File: config.mk
export PLATFORM = sky130hd
export DESIGN_NAME = fss_status_regs
export DESIGN_NICKNAME = d
export VERILOG_FILES = /design/src/hw/fss_pkg.sv /design/src/hw/fss_sync.sv /design/src/hw/fss_timer.sv /design/src/hw/fss_status_regs.sv
export SDC_FILE = /design/constraint.sdc
export NUM_CORES = 1
export LEC_CHECK = 0
export BUFFER_PORTS_ARGS = -buffer_cell sky130_fd_sc_hd__buf_2
export CAP_MARGIN = 40
export CORE_ASPECT_RATIO = 1.1
export CORE_MARGIN = 8
export CORE_UTILIZATION = 45
export DETAILED_ROUTE_END_ITERATION = 10
export GPL_TIMING_DRIVEN = 0
export PLACE_DENSITY = 0.68
export SLEW_MARGIN = 5
export SYNTH_ARGS = -nofsm -noshare
export SYNTH_HDL_FRONTEND = slang
export SYNTH_SLANG_ARGS = --single-unit
export TNS_END_PERCENT = 10
File: constraint.sdc
create_clock -name clk_sys -period 2.9 [get_ports clk_sys]
set_input_delay 0.58 -clock clk_sys [delete_from_list [all_inputs] [get_ports clk_sys]]
set_output_delay 0.58 -clock clk_sys [all_outputs]
set_load 0.05 [all_outputs]
File: src/hw/fss_pkg.sv
// Shared constants, types and helpers for the flash status register block.
package fss_pkg;

  // ****************************************************************
  // Command codes seen on the serial link
  // ****************************************************************
  localparam logic [7:0] OP_WRITE_ENABLE_COMMAND  = 8'h06;
  localparam logic [7:0] OP_WRDI  = 8'h04;
  localparam logic [7:0] OP_VWREN = 8'h50;
  localparam logic [7:0] OP_READ_STATUS_COMMAND  = 8'h05;
  localparam logic [7:0] OP_READ_STATUS3_COMMAND = 8'h95;
  localparam logic [7:0] OP_STATUS_WRITE_COMMAND  = 8'h01;
  localparam logic [7:0] OP_WRSR3 = 8'hC0;
  localparam logic [7:0] OP_PP    = 8'h02;
  localparam logic [7:0] OP_QPP   = 8'h32;
  localparam logic [7:0] OP_SE    = 8'h20;
  localparam logic [7:0] OP_HBE   = 8'h52;
  localparam logic [7:0] OP_BE    = 8'hD8;
  localparam logic [7:0] OP_CE1   = 8'hC7;
  localparam logic [7:0] OP_CE2   = 8'h60;

  // ****************************************************************
  // Field positions in the status bytes
  // ****************************************************************
  localparam int SB_WIP   = 0;
  localparam int SB_WEL   = 1;
  localparam int SB_BP_LO = 2;
  localparam int SB_BP_HI = 5;
  localparam int SB_TB    = 3;
  localparam int SB_SIZE  = 4;
  localparam int SB_EBL   = 6;
  localparam int SB_PPB   = 7;
  localparam int SB_OTPL  = 7;
  localparam int CB_DRV_LO = 2;
  localparam int CB_DRV_HI = 3;
  localparam int CB_DUM_LO = 4;
  localparam int CB_DUM_HI = 5;

  // Protection vector: PERMANENT_PROTECT_BIT, BOOT_LOCK_ENABLE, BP[3:0], OTP lock, TB, size switch.
  localparam int PV_SIZE  = 0;
  localparam int PV_TB    = 1;
  localparam int PV_OTPL  = 2;
  localparam int PV_BP_LO = 3;
  localparam int PV_BP_HI = 6;
  localparam int PV_EBL   = 7;
  localparam int PV_PPB   = 8;

  // ****************************************************************
  // Reset values, bit counts and timing
  // ****************************************************************
  localparam logic [8:0] PV_RST   = 9'h000;
  localparam logic [7:0] CB_RST   = 8'h00;
  localparam logic [7:0] CB_WMASK = 8'h3C;
  localparam logic [5:0] N_CMD    = 6'h08;
  localparam logic [5:0] N_STATUS_WRITE_COMMAND   = 6'h10;
  localparam logic [5:0] N_ADDR   = 6'h20;
  localparam int CLK_MHZ      = 250;
  localparam int STATUS_WRITE_COMMAND_TIME_NS = 4000;
  localparam int STATUS_WRITE_COMMAND_CYC     = STATUS_WRITE_COMMAND_TIME_NS * CLK_MHZ / 1000;

  typedef enum logic [1:0] {ST_IDLE, ST_CMD, ST_BODY, ST_DOUT} fss_state_type;

  // Quad-mode dummy clocks for a dummy-count code.
  function automatic logic [3:0] fss_dummy_clk(input logic [1:0] code);
    case (code)
      2'h0:    fss_dummy_clk = 4'h6;
      2'h1:    fss_dummy_clk = 4'h4;
      2'h2:    fss_dummy_clk = 4'h8;
      default: fss_dummy_clk = 4'hA;
    endcase
  endfunction

endpackage

File: src/hw/fss_sync.sv
// Two-flop synchroniser for pins that arrive from outside clk_sys.
`timescale 1ns/1ps
module fss_sync #(
  parameter int W = 4
) (
  input  wire logic         clk_sys,
  input  wire logic         rst_n,
  input  wire logic [W-1:0] d,
  output logic      [W-1:0] q
);

  logic [W-1:0] meta_q;

  // ****************************************************************
  // Stages
  // ****************************************************************
  // Idle chip select rests high, so reset to ones keeps the frame logic quiet.
  always_ff @(posedge clk_sys) begin
    if (!rst_n) begin
      meta_q <= '1;
      q      <= '1;
    end else begin
      meta_q <= d;
      q      <= meta_q;
    end
  end

endmodule // fss_sync

File: src/hw/fss_timer.sv
// Self-timed cycle counter for the status write cycle.
`timescale 1ns/1ps
module fss_timer #(
  parameter int CYC = 1000
) (
  input  wire logic clk_sys,
  input  wire logic rst_n,
  input  wire logic start,
  output logic      busy,
  output logic      done
);

  localparam int CW = $clog2(CYC + 1);
  logic [CW-1:0] cnt_q;

  // ****************************************************************
  // Countdown
  // ****************************************************************
  // A start while running is ignored; the caller never issues one.
  always_ff @(posedge clk_sys) begin
    if (!rst_n) begin
      cnt_q <= '0;
    end else if (start && cnt_q == '0) begin
      cnt_q <= CW'(CYC);
    end else if (cnt_q != '0) begin
      cnt_q <= cnt_q - 1'b1;
    end
  end

  assign busy = (cnt_q != '0);
  assign done = (cnt_q == CW'(1));

endmodule // fss_timer

File: src/hw/fss_status_regs.sv
// Status and configuration registers of a serial flash, on the SPI pins.
// How it works
// Bit 0 reads 1 while a status write, program or erase runs.
// Bit 1 is the write latch; stored status writes, programs and erases need it set.
// Nonzero protect bits 5:2 shield their area from program and erases.
// Whole-array erase only runs with protect bits and boot lock all zero.
// Protect bits change only while the write-protect pin is high.
// Boot lock shields the top or bottom block or sector.
// Permanent bit resets 0; once set it freezes itself, protects, OTP lock.
// In OTP mode bits 7, 4, 3 become OTP lock, size, top/bottom.
// Top/bottom select: 0 top, 1 bottom; set only in OTP mode.
// Size switch: 1 sector, 0 block; defaults 0, set in OTP mode.
// OTP lock set once by status write; then OTP sector is read-only.
// Busy bit in the status byte equals the internal busy flag.
// Config byte reads at any time and repeats while clocked.
// Host should poll busy before new commands during internal cycles.
// Dummy code bits 5:4, default 00: 3, 2, 4, 5 bytes.
// Quad dummy clocks are 6, 4, 8, 10 for codes 00 to 11.
// Drive bits 3:2, default 00 is 67 percent; 01 is full.
// Config bits 7, 6, 1, 0 are reserved and read zero.
// Write enable command sets the write latch.
// Latch clears at reset and after status write, program, erase.
// Volatile enable keeps the latch; next status write is volatile.
// Status bytes shift out MSB first, one bit per serial clock.
`timescale 1ns/1ps
module fss_status_regs
  import fss_pkg::*;
#(
  parameter int STATUS_WRITE_COMMAND_CYCLES = STATUS_WRITE_COMMAND_CYC
) (
  input  wire logic        clk_sys,
  input  wire logic        rst_n,
  input  wire logic        spi_clk,
  input  wire logic        spi_cs_n,
  input  wire logic        spi_di,
  input  wire logic        wp_n,
  input  wire logic        otp_mode,
  input  wire logic        area_hit,
  input  wire logic        array_done,
  output logic             spi_do,
  output logic             spi_do_oe,
  output logic             array_start,
  output logic      [7:0]  array_cmd,
  output logic      [23:0] array_addr,
  output logic      [7:0]  status_byte,
  output logic      [7:0]  config_status_byte,
  output logic      [3:0]  read_dummy_clks,
  output logic      [1:0]  drive_code
);

  // ****************************************************************
  // Pin sampling and edge detection
  // ****************************************************************
  logic sclk_s, cs_n_s, di_s, wp_n_s;
  logic sclk_p_q, cs_p_q;
  logic rise, fall, f_start, f_end;

  fss_sync #(.W(4)) u_sync (
    .clk_sys (clk_sys),
    .rst_n   (rst_n),
    .d       ({spi_clk, spi_cs_n, spi_di, wp_n}),
    .q       ({sclk_s, cs_n_s, di_s, wp_n_s})
  );

  // Edges come from the synchronised copies only.
  always_ff @(posedge clk_sys) begin
    if (!rst_n) begin
      sclk_p_q <= 1'b1;
      cs_p_q   <= 1'b1;
    end else begin
      sclk_p_q <= sclk_s;
      cs_p_q   <= cs_n_s;
    end
  end

  assign rise    = !cs_n_s && sclk_s && !sclk_p_q;
  assign fall    = !cs_n_s && !sclk_s && sclk_p_q;
  assign f_start = !cs_n_s && cs_p_q;
  assign f_end   = cs_n_s && !cs_p_q;

  // ****************************************************************
  // Frame capture
  // ****************************************************************
  fss_state_type state_q;
  logic [5:0]  nbit_q;
  logic [31:0] sh_q;
  logic [7:0]  cmd_q, dat_q;
  logic [23:0] addr_q;
  logic [7:0]  out_q;
  logic [2:0]  oidx_q;
  logic        do_q, oe_q;
  logic [31:0] sh_d;

  assign sh_d = {sh_q[30:0], di_s};

  // Bits are taken on rising serial clock edges; the count saturates.
  always_ff @(posedge clk_sys) begin
    if (!rst_n || f_start) begin
      nbit_q <= '0;
      sh_q   <= '0;
    end else if (rise) begin
      sh_q <= sh_d;
      if (nbit_q != '1) begin
        nbit_q <= nbit_q + 1'b1;
      end
    end
  end

  // Command, data byte and address are latched at their bit counts.
  always_ff @(posedge clk_sys) begin
    if (!rst_n) begin
      cmd_q  <= '0;
      dat_q  <= '0;
      addr_q <= '0;
    end else if (rise) begin
      if (nbit_q == N_CMD - 1'b1) begin
        cmd_q <= sh_d[7:0];
      end
      if (nbit_q == N_STATUS_WRITE_COMMAND - 1'b1) begin
        dat_q <= sh_d[7:0];
      end
      if (nbit_q == N_ADDR - 1'b1) begin
        addr_q <= sh_d[23:0];
      end
    end
  end

  // ****************************************************************
  // Protection state, status and config bytes
  // ****************************************************************
  logic [8:0] live_q, nv_q, pend_q;
  logic [7:0] cfg_q;
  logic       wel_q, vol_q, arr_busy_q, write_in_progress_flag;
  logic       t_busy, t_done, t_start;
  logic [3:0] bp;

  assign bp  = live_q[PV_BP_HI:PV_BP_LO];
  assign write_in_progress_flag = t_busy || arr_busy_q;

  // Status write image; OTP-mode bits only ever go from 0 to 1.
  function automatic logic [8:0] status_write_command_apply(input logic [8:0] cur,
                                            input logic [7:0] d,
                                            input logic otp,
                                            input logic wp_ok);
    logic [8:0] r;
    r = cur;
    if (otp) begin
      r[PV_TB]   = cur[PV_TB] | d[SB_TB];
      r[PV_SIZE] = cur[PV_SIZE] | d[SB_SIZE];
      if (!cur[PV_PPB]) begin
        r[PV_OTPL] = cur[PV_OTPL] | d[SB_OTPL];
      end
    end else begin
      r[PV_EBL] = d[SB_EBL];
      if (!cur[PV_PPB]) begin
        r[PV_PPB] = d[SB_PPB];
        if (wp_ok) begin
          r[PV_BP_HI:PV_BP_LO] = d[SB_BP_HI:SB_BP_LO];
        end
      end
    end
    return r;
  endfunction

  // OTP mode swaps the upper field meanings and hides reserved bits.
  always_comb begin
    if (otp_mode) begin
      status_byte = {live_q[PV_OTPL], 2'h0, live_q[PV_SIZE],
                     live_q[PV_TB], 1'h0, wel_q, write_in_progress_flag};
    end else begin
      status_byte = {live_q[PV_PPB], live_q[PV_EBL], bp, wel_q, write_in_progress_flag};
    end
  end

  assign config_status_byte = cfg_q & CB_WMASK;
  assign drive_code         = cfg_q[CB_DRV_HI:CB_DRV_LO];
  assign read_dummy_clks    =
    fss_dummy_clk(cfg_q[CB_DUM_HI:CB_DUM_LO]);

  // ****************************************************************
  // Command execution at the end of a frame
  // ****************************************************************
  logic is_wr, is_ce, boot_hit, blocked, ce_ok, ex_ok;
  logic arr_ok, ce_go, status_write_command_ok, start_q;

  assign is_wr = (cmd_q == OP_PP) || (cmd_q == OP_QPP) ||
                 (cmd_q == OP_SE) || (cmd_q == OP_HBE) ||
                 (cmd_q == OP_BE);
  assign is_ce = (cmd_q == OP_CE1) || (cmd_q == OP_CE2);

  // Boot target is the top or bottom 64KB block or 4KB sector.
  always_comb begin
    if (live_q[PV_SIZE]) begin
      boot_hit = live_q[PV_TB] ? ~|addr_q[23:12] : &addr_q[23:12];
    end else begin
      boot_hit = live_q[PV_TB] ? ~|addr_q[23:16] : &addr_q[23:16];
    end
  end

  assign blocked = (|bp && area_hit) ||
                   (live_q[PV_EBL] && boot_hit) ||
                   (otp_mode && live_q[PV_OTPL]);
  assign ce_ok   = (bp == '0) && !live_q[PV_EBL] &&
                   !(otp_mode && live_q[PV_OTPL]);
  assign ex_ok   = f_end && !write_in_progress_flag && (state_q != ST_DOUT);
  assign arr_ok  = ex_ok && wel_q && is_wr && nbit_q >= N_ADDR &&
                   !blocked;
  assign ce_go   = ex_ok && wel_q && is_ce && nbit_q == N_CMD &&
                   ce_ok;
  assign status_write_command_ok = ex_ok && cmd_q == OP_STATUS_WRITE_COMMAND && nbit_q == N_STATUS_WRITE_COMMAND &&
                   (wel_q || vol_q);
  assign t_start = status_write_command_ok && !vol_q;

  fss_timer #(.CYC(STATUS_WRITE_COMMAND_CYCLES)) u_timer (
    .clk_sys (clk_sys),
    .rst_n   (rst_n),
    .start   (t_start),
    .busy    (t_busy),
    .done    (t_done)
  );

  // Write latch: WRITE_ENABLE_COMMAND sets; a finished cycle or WRDI clears it.
  always_ff @(posedge clk_sys) begin
    if (!rst_n) begin
      wel_q <= 1'b0;
    end else if (ex_ok && cmd_q == OP_WRITE_ENABLE_COMMAND && nbit_q == N_CMD) begin
      wel_q <= 1'b1;
    end else if (t_done || (arr_busy_q && array_done)) begin
      wel_q <= 1'b0;
    end else if (ex_ok && cmd_q == OP_WRDI && nbit_q == N_CMD) begin
      wel_q <= 1'b0;
    end
  end

  // Volatile enable lasts only until the next status write or WRDI.
  always_ff @(posedge clk_sys) begin
    if (!rst_n) begin
      vol_q <= 1'b0;
    end else if (ex_ok && cmd_q == OP_VWREN && nbit_q == N_CMD) begin
      vol_q <= 1'b1;
    end else if (status_write_command_ok ||
                 (ex_ok && cmd_q == OP_WRDI && nbit_q == N_CMD)) begin
      vol_q <= 1'b0;
    end
  end

  // Volatile writes land at once; stored writes wait for the cycle.
  always_ff @(posedge clk_sys) begin
    if (!rst_n) begin
      live_q <= PV_RST;
      nv_q   <= PV_RST;
      pend_q <= PV_RST;
    end else if (status_write_command_ok && vol_q) begin
      live_q <= status_write_command_apply(live_q, dat_q, otp_mode, wp_n_s);
    end else if (t_start) begin
      pend_q <= status_write_command_apply(nv_q, dat_q, otp_mode, wp_n_s);
    end else if (t_done) begin
      nv_q   <= pend_q;
      live_q <= pend_q;
    end
  end

  // Config byte writes are volatile and need no latch.
  always_ff @(posedge clk_sys) begin
    if (!rst_n) begin
      cfg_q <= CB_RST;
    end else if (ex_ok && cmd_q == OP_WRSR3 && nbit_q == N_STATUS_WRITE_COMMAND) begin
      cfg_q <= dat_q & CB_WMASK;
    end
  end

  // Array operations hold busy until the datapath reports completion.
  always_ff @(posedge clk_sys) begin
    if (!rst_n) begin
      arr_busy_q <= 1'b0;
      start_q    <= 1'b0;
      array_cmd  <= '0;
    end else begin
      start_q <= arr_ok || ce_go;
      if (arr_ok || ce_go) begin
        arr_busy_q <= 1'b1;
        array_cmd  <= cmd_q;
      end else if (array_done) begin
        arr_busy_q <= 1'b0;
      end
    end
  end

  assign array_start = start_q;
  assign array_addr  = addr_q;

  // ****************************************************************
  // Serial output of the status bytes
  // ****************************************************************
  // The byte is refreshed each time it wraps, so polling sees WRITE_IN_PROGRESS_FLAG fall.
  always_ff @(posedge clk_sys) begin
    if (!rst_n || f_end) begin
      state_q <= ST_IDLE;
      oe_q    <= 1'b0;
      do_q    <= 1'b0;
      oidx_q  <= '1;
      out_q   <= '0;
    end else if (f_start) begin
      state_q <= ST_CMD;
    end else if (state_q == ST_CMD && rise && nbit_q == N_CMD - 1'b1) begin
      if (sh_d[7:0] == OP_READ_STATUS_COMMAND) begin
        state_q <= ST_DOUT;
        out_q   <= status_byte;
      end else if (sh_d[7:0] == OP_READ_STATUS3_COMMAND) begin
        state_q <= ST_DOUT;
        out_q   <= config_status_byte;
      end else begin
        state_q <= ST_BODY;
      end
    end else if (state_q == ST_DOUT && fall) begin
      oe_q   <= 1'b1;
      do_q   <= out_q[oidx_q];
      oidx_q <= oidx_q - 1'b1;
      if (oidx_q == '0) begin
        out_q <= (cmd_q == OP_READ_STATUS_COMMAND) ? status_byte
                                    : config_status_byte;
      end
    end
  end

  assign spi_do    = do_q;
  assign spi_do_oe = oe_q;

  // ****************************************************************
  // Checks
  // ****************************************************************
  chk_start_busy: assert property (@(posedge clk_sys)
    disable iff (!rst_n) array_start |-> write_in_progress_flag)
    else $error("array start without busy");
  chk_start_wel: assert property (@(posedge clk_sys)
    disable iff (!rst_n) array_start |-> $past(wel_q, 2))
    else $error("array start without write latch");
  chk_ce_guard: assert property (@(posedge clk_sys)
    disable iff (!rst_n) ce_go |-> bp == '0 && !live_q[PV_EBL])
    else $error("chip erase while protected");
  chk_ppb_freeze: assert property (@(posedge clk_sys)
    disable iff (!rst_n) $past(live_q[PV_PPB]) |-> live_q[PV_PPB] &&
      $stable(live_q[PV_BP_HI:PV_OTPL]))
    else $error("permanent bits changed");
  chk_otp_once: assert property (@(posedge clk_sys)
    disable iff (!rst_n) $past(live_q[PV_OTPL]) |-> live_q[PV_OTPL])
    else $error("OTP lock cleared");
  chk_wel_clear: assert property (@(posedge clk_sys)
    disable iff (!rst_n) (arr_busy_q && array_done) || t_done |=> !wel_q)
    else $error("write latch not cleared");
  chk_write_enable_command_set: assert property (@(posedge clk_sys)
    disable iff (!rst_n) ex_ok && cmd_q == OP_WRITE_ENABLE_COMMAND && nbit_q == N_CMD
      |=> wel_q ##1 wel_q)
    else $error("write enable not taken");
  chk_vwren_keep: assert property (@(posedge clk_sys)
    disable iff (!rst_n) ex_ok && cmd_q == OP_VWREN && nbit_q == N_CMD
      |=> $stable(wel_q) && vol_q)
    else $error("volatile enable touched latch");
  chk_dummy_map: assert property (@(posedge clk_sys)
    disable iff (!rst_n)
      cfg_q[CB_DUM_HI:CB_DUM_LO] == 2'h1 |-> read_dummy_clks == 4'h4)
    else $error("dummy clock map wrong");
  chk_status_write_command_busy: assert property (@(posedge clk_sys)
    disable iff (!rst_n) t_start |=> write_in_progress_flag [*8])
    else $error("status write cycle not busy");

endmodule // fss_status_regs

==> out/qor.yml, run 1 <==
clock_path_buffers: 2
ir_worst_vdd_uv: 424
crit_path_end: "status_byte[0]"
drive_gt1_share_pct: 16.7
antenna_found_initial: 0
clk_latency_ps: 430
core_um2: 13800
fmax_mhz: 359
period_share_pct: 96.0
avgViaCountPerCell: 5.26
io_pins: 66
rsz0062_at_grt: "false"
setup.worst_path.start: "u_timer.cnt_q[7]"
critPathKind: "reg2out"
setup_viol_count_final: 0
gp_congestion: 0.835
dr_total_vias: 5417
tritoncts: "built"
critPathArrivalTime_ps: 2200
tns_ps: 0
overflow: 0
layout.cells.non_filler: 1030
start_util_pct: 46.1
ant_nets: 0
min_path_type: "in2reg"
grt_pass1_wl_um: 26500
max-slew-margin-rel_pct: 44.5
dp_cells: 996
crit_path_start_kind: "flip-flop"
die_w_um: 129
synthCells: 744
worstPathMaxFanout: 10
final.fill_count: 1317
grt_pass1_vias: 5080
reg2reg_slack_ps: 330
netlist_area_um2: 6350
ys_ff_latch: 145
hpwl_um: 11900
cap_violations: 0
p_leak_nw: 2.91
nets: 849
die_h_um: 141
syn_area_per_cell_um2: 8.54
crit_required_ps: 2320
post-route-drc-count: 0
dr.pass1.iters: 5
root_buffer: "clkbuf_16"
hold_violations: 0
synth-seq-area-share_pct: 45.7
htreeDepth: 4
clock_skew_ps: 9.69
cts_sinks: 145
powerDensity_nw_per_um2: 698
yosysUniqueCellTypes: 63
synth_edf_count: 0
clkTransAtPathRegs_ps: 60
dpl_cell_area_um2: 6910
grt_max_degree: 17
r2r_end: "live_q[4]"
cts-buffers-inserted: 17
yosys_warnings: 0
status: "finished clean"
initialDrtViolationCount: 341
slew_violations: 0
syn_to_final_growth_pct: 18.1
worstMarginPinSlew_ps: 812
synthFlopType: "dfxtp_1"
async_reset_ff_share_pct: 0
post_drt_wl_per_cell_um: 15.7
routed_wl_um: 16200
end_kind: "output port"
die-area_um2: 18200
rows: 45
n_antenna_cell: 0
finalPower_w: 0.00524
r2r_start: "u_timer.cnt_q[0]"
finalCriticalPeriod_ps: 2780
track_usage_pct: 18.4
reg2reg_depth: 7
portBuffers: 59
design_area_um2: 7500
cells in the final DEF, fill, tap and decap left out, drive strengths merged, types with 5 or more instances in the layout:
master,instances
and3,5
inv,21
nand2,149
buf,86
mux2,7
a21oi,81
mux2i,33
ha,11
clkbuf,49
clkinv,6
nor3b,5
nor2,64
o21ai,11
conb,5
xor2,5
xnor2,5
or4,5
nand4b,5
a211oi,9
dfxtp,145
nor4,9
nand3,17
nor2b,8
nand2b,18
nand4,10
nor3,14
synthesized netlist by cell type (all sizes together), types with 2 or more instances:
cell     count  share of area, %
nand2      149               8.8
dfxtp      145                46
a21oi       81               6.4
nor2        64               3.8
mux2i       33               5.3
clkbuf      32               1.9
buf         24               2.4
nand2b      18               1.8
nand3       17               1.4
inv         15              0.89
nor3        14               1.2
ha          11               2.2
o21ai       11              0.87
nand4       10              0.98
a211oi       9               1.1
nor4         9               1.9
nor2b        8              0.79
mux2         7               1.2
and3         5              0.49
nand4b       5              0.69
nor3b        5              0.59
or4          5              0.59
xnor2        5              0.69
xor2         5              0.69
a2111oi      4              0.65
a311oi       4              0.55
a31oi        4              0.39
and2         4              0.39
and3b        4              0.55
or2          4              0.39
or3          4              0.39
or4b         3              0.53
a21bo        2              0.32
mux4         2              0.71
nand3b       2              0.24
nor4b        2              0.28
o2111ai      2              0.28
o211ai       2              0.24
o22ai        2              0.20
cell type report:
class                           instances  area [um2]  area share [%]
Buffer                                 56         273            3.63
Clock buffer                           17         425            5.67
Clock inverter                         15         148            1.97
Inverter                               15        56.3           0.750
Multi-Input combinational cell        532        3150            41.9
Sequential cell                       145        2900            38.7
Tap cell                              188         235            3.13
Timing Repair Buffer                   62         318            4.23
timing repair:
| item | 4_1_cts | 5_1_grt |
|---|---|---|
| gates resized for setup | 0 | 1 |
| hold buffers | 0 | 0 |
| pin swaps | 1 | 1 |
| endpoints found under the setup margin | 1 | 1 |
| buffers inserted | 1 | 1 |
worst min-delay path by stage:
| stage | start | to | slack (ps) | depth (start not counted) |
|---|---|---|---|---|
| after detailed placement | u_sync.meta_q[2] | u_sync.q[2] | 400 | 1 |
| after global routing | spi_cs_n | u_sync.meta_q[2] | 320 | 2 |
| after CTS | spi_cs_n | u_sync.meta_q[2] | 310 | 2 |
| final | spi_clk | u_sync.meta_q[3] | 330 | 2 |
| after floorplan | u_sync.meta_q[0] | u_sync.q[0] | 390 | 1 |
| after global placement | u_sync.meta_q[3] | u_sync.q[3] | 390 | 1 |
through the flow:
stage               util, %  setup slack (ps)  hold WS, ps
floorplan                 -               220          386
global placement       50.0               369          390
detailed placement     50.1               378          396
CTS                    54.3              33.0          308
global route           54.4              14.7          321
finish                 54.4               116          327
sequential cells by signal, summed over array words and instances, names as in the netlist, 2 cells and up:
signal         count
state_q            2
out_q              8
cfg_q              4
live_q             9
pend_q             9
array_cmd          8
array_addr        24
nbit_q             6
u_sync.q           4
cmd_q              8
nv_q               9
dat_q              6
oidx_q             3
sh_q              23
u_sync.meta_q      4
u_timer.cnt_q     10
report_power, final:
| group | leakage, nW | switching (W) | internal (W) |
|---|---|---|---|
| Combinational | 1.46 | 0.000548 | 0.000351 |
| Clock | 0.278 | 0.000926 | 0.00120 |
| Sequential | 1.17 | 0.000119 | 0.00209 |
| Total | 2.91 | 0.00159 | 0.00364 |
routing by layer:
layer | GRT usage, % | wire length (um) | vias up
met5 | 0 | 0 | -
li1 | - | - | 2717
met2 | 29.7 | 7740 | 140
met4 | 7.99 | 393 | 0
met1 | 22.7 | 7220 | 2528
met3 | 4.75 | 870 | 32
cells by family after synthesis:
kind of cell	share of synthesized area (%)
DFF	45.7
and+or+nand+nor	26.2
buffers and inverters	5.18
other	0.0590
xor gates and xnor gates	1.38
adders and majority gates	2.17
muxes	7.21
AOI/OAI and AO/OA	12.1
worst max-delay path, stage by stage (launching register included):
cell and delay [ps]:
dfxtp_1 370, nor4_4 350, nand3_2 160, buf_2 220
or2_2 340, buf_4 140, buf_2 200
(Power assumes the default switching activity.)
==> inputs of run 2 (changes only) <==
Settings changed: PLACE_DENSITY 0.68 to 0.61.
==> run 2 against run 1 <==
  * Sequential share of layout area rose by 0.19 points
  * Via count rose by 2.0%
  * Critical path depth unchanged
  * Maximum frequency increased by 0.79%
  * Sequential power barely moved
  * Largest cell class unchanged
==> out/qor.yml, run 2 (synthesis gave the netlist of run 1 again) <==
status: "finished clean"
post_drt_wl_per_cell_um: 16.2  # +3.1%
drive_gt1_share_pct: 16.4  # -0.34 points
slowest_stage: "nor4_4"
rsz0062_at_grt: "false"
critPathArrivalTime_ps: 2180  # -20 ps
gp_congestion: 0.899  # +7.6%
worstMarginPinSlew_ps: 904  # +91.5 ps
syn_to_final_growth_pct: 17.5
largest_reg_flops: 24  # unchanged
powerDensity_nw_per_um2: 684  # -2.0%
p_seq_share_pct: 43.4  # +1.2 points
min_to: "u_sync.meta_q[3]"
slowest_delay_ps: 370  # about the same
grt_max_degree: 17  # unchanged
fin_ws_ps: 138  # +21.8 ps
grt_pass1_wl_um: 27200  # +2.8%
tritoncts: "built"
die_w_um: 129  # unchanged
internal_power_w: 0.00358  # -1.8%
holdCritStartpoint: "spi_clk"
p_leak_nw: 2.88  # -1.1%
dr_total_vias: 5526  # +2.0%
io_pins: 66  # unchanged
slew_violations: 0  # unchanged
setup.worst_path.start: "u_timer.cnt_q[6]"
top_layer_used: "met4"
antenna_found_initial: 0  # unchanged
clkTransAtPathRegs_ps: 60  # about the same
finalCriticalPeriod_ps: 2760  # -21.8 ps
cts_hold_buf: 0  # unchanged
track_usage_pct: 18.9  # +0.44 points
clk_latency_ps: 420  # about the same
nets: 848  # -0.12%
cp_top_family: "simple AND/OR/NAND/NOR gates"
power.clock.fraction_pct: 39.2  # -1.4 points
worstPathMaxFanout: 10  # unchanged
crit_required_ps: 2320  # about the same
start_util_pct: 46.1  # unchanged
place_ws_ps: 340  # -37.9 ps
portBuffers: 59  # unchanged
routed_wl_um: 16700  # +3.0%
rows: 45  # unchanged
fmax_mhz: 362  # +0.79%
r2r_start: "u_timer.cnt_q[0]"
period_share_pct: 95.2  # -0.75 points
wl_met3_um: 774  # -11%
reg2reg_slack_ps: 310  # -20 ps
clock_path_buffers: 2  # unchanged
mostFrequentLayoutCells: "149 x nand2_1, 145 x dfxtp_1, 81 x a21oi_1"
core_um2: 13800  # unchanged
hold_violations: 0  # unchanged
met2WireLength_um: 8240  # +6.5%
critPathKind: "reg2out"
crit_chain: "nor4_4, nand3_2, buf_2, or2_2, buf_4, buf_2"
avgViaCountPerCell: 5.37  # +2.1%
die_h_um: 141  # unchanged
post-route-drc-count: 0  # unchanged
timing.critical_path.mode_cell: "buf_2"
min_path_cells: 2  # unchanged
die-area_um2: 18200  # unchanged
ant_nets: 0  # unchanged
clock_skew_ps: 7.86  # -1.83 ps
p_comb_share_pct: 17.5  # +0.3 points
wl_met1_um: 7330  # +1.5%
path_buf_inv: 3  # unchanged
cts_sinks: 145  # unchanged
r2r_end: "live_q[3]"
hpwl_um: 12400  # +4.9%
end_kind: "output port"
cts-buffers-inserted: 17  # unchanged
n_antenna_cell: 0  # unchanged
min_path_type: "in2reg"
initialDrtViolationCount: 371  # +8.8%
crit_path_start_kind: "flip-flop"
max-slew-margin-rel_pct: 39.8  # -4.7 points
htreeDepth: 4  # unchanged
reg2reg_depth: 7  # unchanged
root_buffer: "clkbuf_16"
overflow: 0  # unchanged
ir_worst_vdd_uv: 413  # -2.4%
switching_share_pct: 30.0  # -0.48 points
dr.pass1.iters: 5  # unchanged
layout_commonest_cell: "nand2_1"
tns_ps: 0  # unchanged
setup_viol_count_final: 0  # unchanged
grt_pass1_vias: 5363  # +5.6%
p_sw_w: 0.00153  # -4.0%
cap_violations: 0  # unchanged
==> run 2: changes by cell type in the layout (fill, tap and decap cells not counted), moves of 2 or more <==
cell / previous run / this run
inv_8: 2 / 0
clkinvlp_4: 2 / 5
clkbuf_8: 0 / 2
inv_6: 4 / 2
clkbuf_1: 32 / 34
clkinv_4: 4 / 2
==> run 2: power by group through the flow <==
stage	sequential, W	clock [W]	combinational [W]
floorplan	0.00221	0	0.000660
global placement	0.00224	0	0.000811
detailed placement	0.00224	0	0.000834
CTS	0.00220	0.00202	0.000843
global route	0.00223	0.00214	0.000964
finish	0.00221	0.00200	0.000892
==> run 2: per-layer routing <==
| metal | global-route usage, % | up-vias |
|---|---|---|
| li1 | - | 2715 |
| met1 | 22.7 | 2643 |
| met2 | 31.8 | 140 |
| met3 | 4.19 | 28 |
| met4 | 7.62 | 0 |
| met5 | 0 | - |
==> run 2: worst reg2reg max path: cells and delay by family, from the launching register on <==
kind / cells / cell delay, ps
AOI/OAI and AO/OA: 1 / 280
buffers and inverters: 1 / 100
DFF: 1 / 350
adders and majority gates: 1 / 210
and+or+nand+nor: 3 / 950
muxes: 1 / 600
==> run 2: final cells by class <==
cell class                      count  area, um2
Sequential cell                   145       2900
Buffer                             56        273
Tap cell                          188        235
Multi-Input combinational cell    532       3150
Clock buffer                       21        460
Inverter                           15       56.3
Fill cell                        1286       6330
Clock inverter                     11       82.6
Timing Repair Buffer               61        310
==> run 2: worst max path at each step <==
| stage | end | slack, ps | depth (start not counted) |
|---|---|---|---|
| 2_1_floorplan | status_byte[7] | 220 | 3 |
| 3_3_place_gp | status_byte[7] | 390 | 4 |
| 3_5_place_dp | live_q[3] | 340 | 7 |
| 4_1_cts | status_byte[0] | 5 | 6 |
| 5_1_grt | live_q[3] | 30 | 7 |
| 6_report | status_byte[0] | 140 | 6 |
==> run 2: timing repair <==
item,in CTS,in global routing
resized for setup,0,1
setup buffers,0,2
setup endpoints to repair,0,1
==> run 2: metrics by stage <==
stage | power [W] | hold WS (ps) | instances | util, % | cell area, um2
final | 0.00511 | 340 | 1029 | 54.1 | 7470
after global routing | 0.00533 | 328 | 1029 | 54.1 | 7470
after CTS | 0.00507 | 330 | 1027 | 54.0 | 7440
after detailed placement | 0.00307 | 398 | 995 | 50.0 | 6900
after global placement | 0.00305 | 389 | 995 | 50.0 | 6900
after floorplan | 0.00287 | 386 | 748 | - | 6370
==> inputs of run 3 (changes only) <==
==> constraint.sdc (replaced) <==
create_clock -name clk_sys -period 2.9 [get_ports clk_sys]
set_input_delay 0.29 -clock clk_sys [delete_from_list [all_inputs] [get_ports clk_sys]]
set_output_delay 0.29 -clock clk_sys [all_outputs]
set_load 0.05 [all_outputs]
==> run 3 against run 2 <==
  * Final area shrank 0.32%
  * Global-route usage is the same
  * First-iteration DRC count shrank 2.4%
  * Die area is the same
  * Register-to-register slack lost 30 ps
  * Maximum frequency grew 5.5%
  * Critical path depth is the same
  * Clock-buffer cell count is the same
  * Total power shrank 1.2%
  * Flip-flop and latch count is the same
  * Largest cell class unchanged
  * Largest power group unchanged
  * Highest routed layer unchanged
==> out/qor.yml, run 3 (synthesis gave the netlist of run 1 again) <==
slew_violations: 0  # unchanged
worstMarginPinSlew_ps: 891  # -12.7 ps
critPathKind: "reg2reg"
finalCriticalPeriod_ps: 2620  # -143 ps
crit_required_ps: 3230  # +910 ps
grt_pass1_vias: 5363  # unchanged
nets: 846  # -0.24%
critPathArrivalTime_ps: 2940  # +760 ps
crit_path_start_kind: "flip-flop"
portBuffers: 59  # unchanged
ir_worst_vdd_uv: 407  # -1.6%
avgViaCountPerCell: 5.35  # -0.39%
layout_commonest_cell: "nand2_1"
layout.area.seq_um2: 2900  # unchanged
p_leak_nw: 2.86  # -0.46%
track_usage_pct: 18.9  # unchanged
antenna_found_initial: 0  # unchanged
fmax_mhz: 382  # +5.5%
post-route-drc-count: 0  # unchanged
cts_resized: 0  # unchanged
final.fill_count: 1285  # -0.078%
mostFrequentLayoutCells: "149 x nand2_1, 145 x dfxtp_1, 81 x a21oi_1"
clkTransAtPathRegs_ps: 60  # about the same
initialDrtViolationCount: 362  # -2.4%
worst-path-stages: 6  # unchanged
min_path_cells: 2  # unchanged
reg2reg_depth: 6  # -1
core_um2: 13800  # unchanged
cts-buffers-inserted: 17  # unchanged
start_util_pct: 46.1  # unchanged
r2r_start: "cmd_q[3]"
gp_congestion: 0.899  # unchanged
cap_violations: 0  # unchanged
holdCritStartpoint: "spi_clk"
root_buffer: "clkbuf_16"
cp_top_family: "simple AND/OR/NAND/NOR gates"
dr.pass1.iters: 5  # unchanged
slowest_delay_ps: 620  # +250 ps
cts_hold_buf: 0  # unchanged
rows: 45  # unchanged
setup_viol_count_final: 0  # unchanged
die-area_um2: 18200  # unchanged
hold_violations: 0  # unchanged
syn_to_final_growth_pct: 17.1
min_path_type: "in2reg"
powerDensity_nw_per_um2: 678  # -0.89%
slowest_stage: "mux2i_1"
worstPathMaxFanout: 8  # -2
ant_nets: 0  # unchanged
die_w_um: 129  # unchanged
hpwl_um: 12400  # unchanged
multi_input_area_um2: 3140  # -0.28%
end_kind: "flip-flop"
io_pins: 66  # unchanged
crit_chain: "nor3_1, nand3_1, nor4_2, mux2i_1, nor2_1, a311oi_1"
rsz0062_at_grt: "false"
largest_reg_flops: 24  # unchanged
clock_path_buffers: 2  # unchanged
overflow: 0  # unchanged
path_buf_inv: 0  # -3
grt_pass1_wl_um: 27200  # unchanged
tritoncts: "built"
finalPower_w: 0.00504  # -1.2%
htreeDepth: 4  # unchanged
drive_gt1_share_pct: 16.2  # -0.20 points
period_share_pct: 90.3  # -4.9 points
max-slew-margin-rel_pct: 40.6  # +0.85 points
clock_skew_ps: 8.13  # +0.263 ps
die_h_um: 141  # unchanged
post_cts_buffers: 0  # unchanged
dr_total_vias: 5494  # -0.58%
tns_ps: 0  # unchanged
post_drt_wl_per_cell_um: 16.1  # -0.57%
setup.worst_path.start: "cmd_q[3]"
grt_max_degree: 17  # unchanged
routed_wl_um: 16600  # -0.76%
n_antenna_cell: 0  # unchanged
clk_latency_ps: 420  # about the same
cts_sinks: 145  # unchanged
status: "finished clean"
## run 3: layer usage
metal / up-vias / track usage [%] / routed length, um
met4: 0 / 7.62 / 394
met3: 30 / 4.19 / 732
li1: 2719 / - / -
met2: 134 / 31.8 / 8120
met1: 2611 / 22.7 / 7330
met5: - / 0 / 0
## run 3: power by group
group          switching, W  internal [W]  total, W
logic              0.000539      0.000303  0.000842
clock network      0.000857       0.00114   0.00200
registers          0.000113       0.00209   0.00220
## run 3: worst paths after layout
path,slack (ps),endpoint
max,280,live_q[3]
min,50,u_sync.meta_q[3]
max reg2reg,280,live_q[3]
min reg2reg,410,u_sync.q[3]
## run 3: cell type report
cell class / instances / area share (%)
inverters: 15 / 0.756
plain buffers: 56 / 3.66
flip-flops and latches: 145 / 39.0
clock buffers: 21 / 6.19
multi-input cells: 532 / 42.2
clock inverters: 11 / 1.11
repair buffers: 59 / 3.97
well taps: 188 / 3.16
## run 3: metrics by stage
| stage | area [um2] | hold slack, ps | setup slack, ps | utilization [%] | instances |
|---|---|---|---|---|---|
| 3_5_place_dp | 6900 | 398 | 340 | 50.0 | 995 |
| 5_1_grt | 7440 | 38.1 | 27.6 | 54.0 | 1027 |
| 2_1_floorplan | 6370 | 386 | 697 | - | 748 |
| 4_1_cts | 7440 | 39.6 | 295 | 54.0 | 1027 |
| 3_3_place_gp | 6900 | 389 | 421 | 50.0 | 995 |
| 6_report | 7440 | 52.1 | 281 | 54.0 | 1027 |
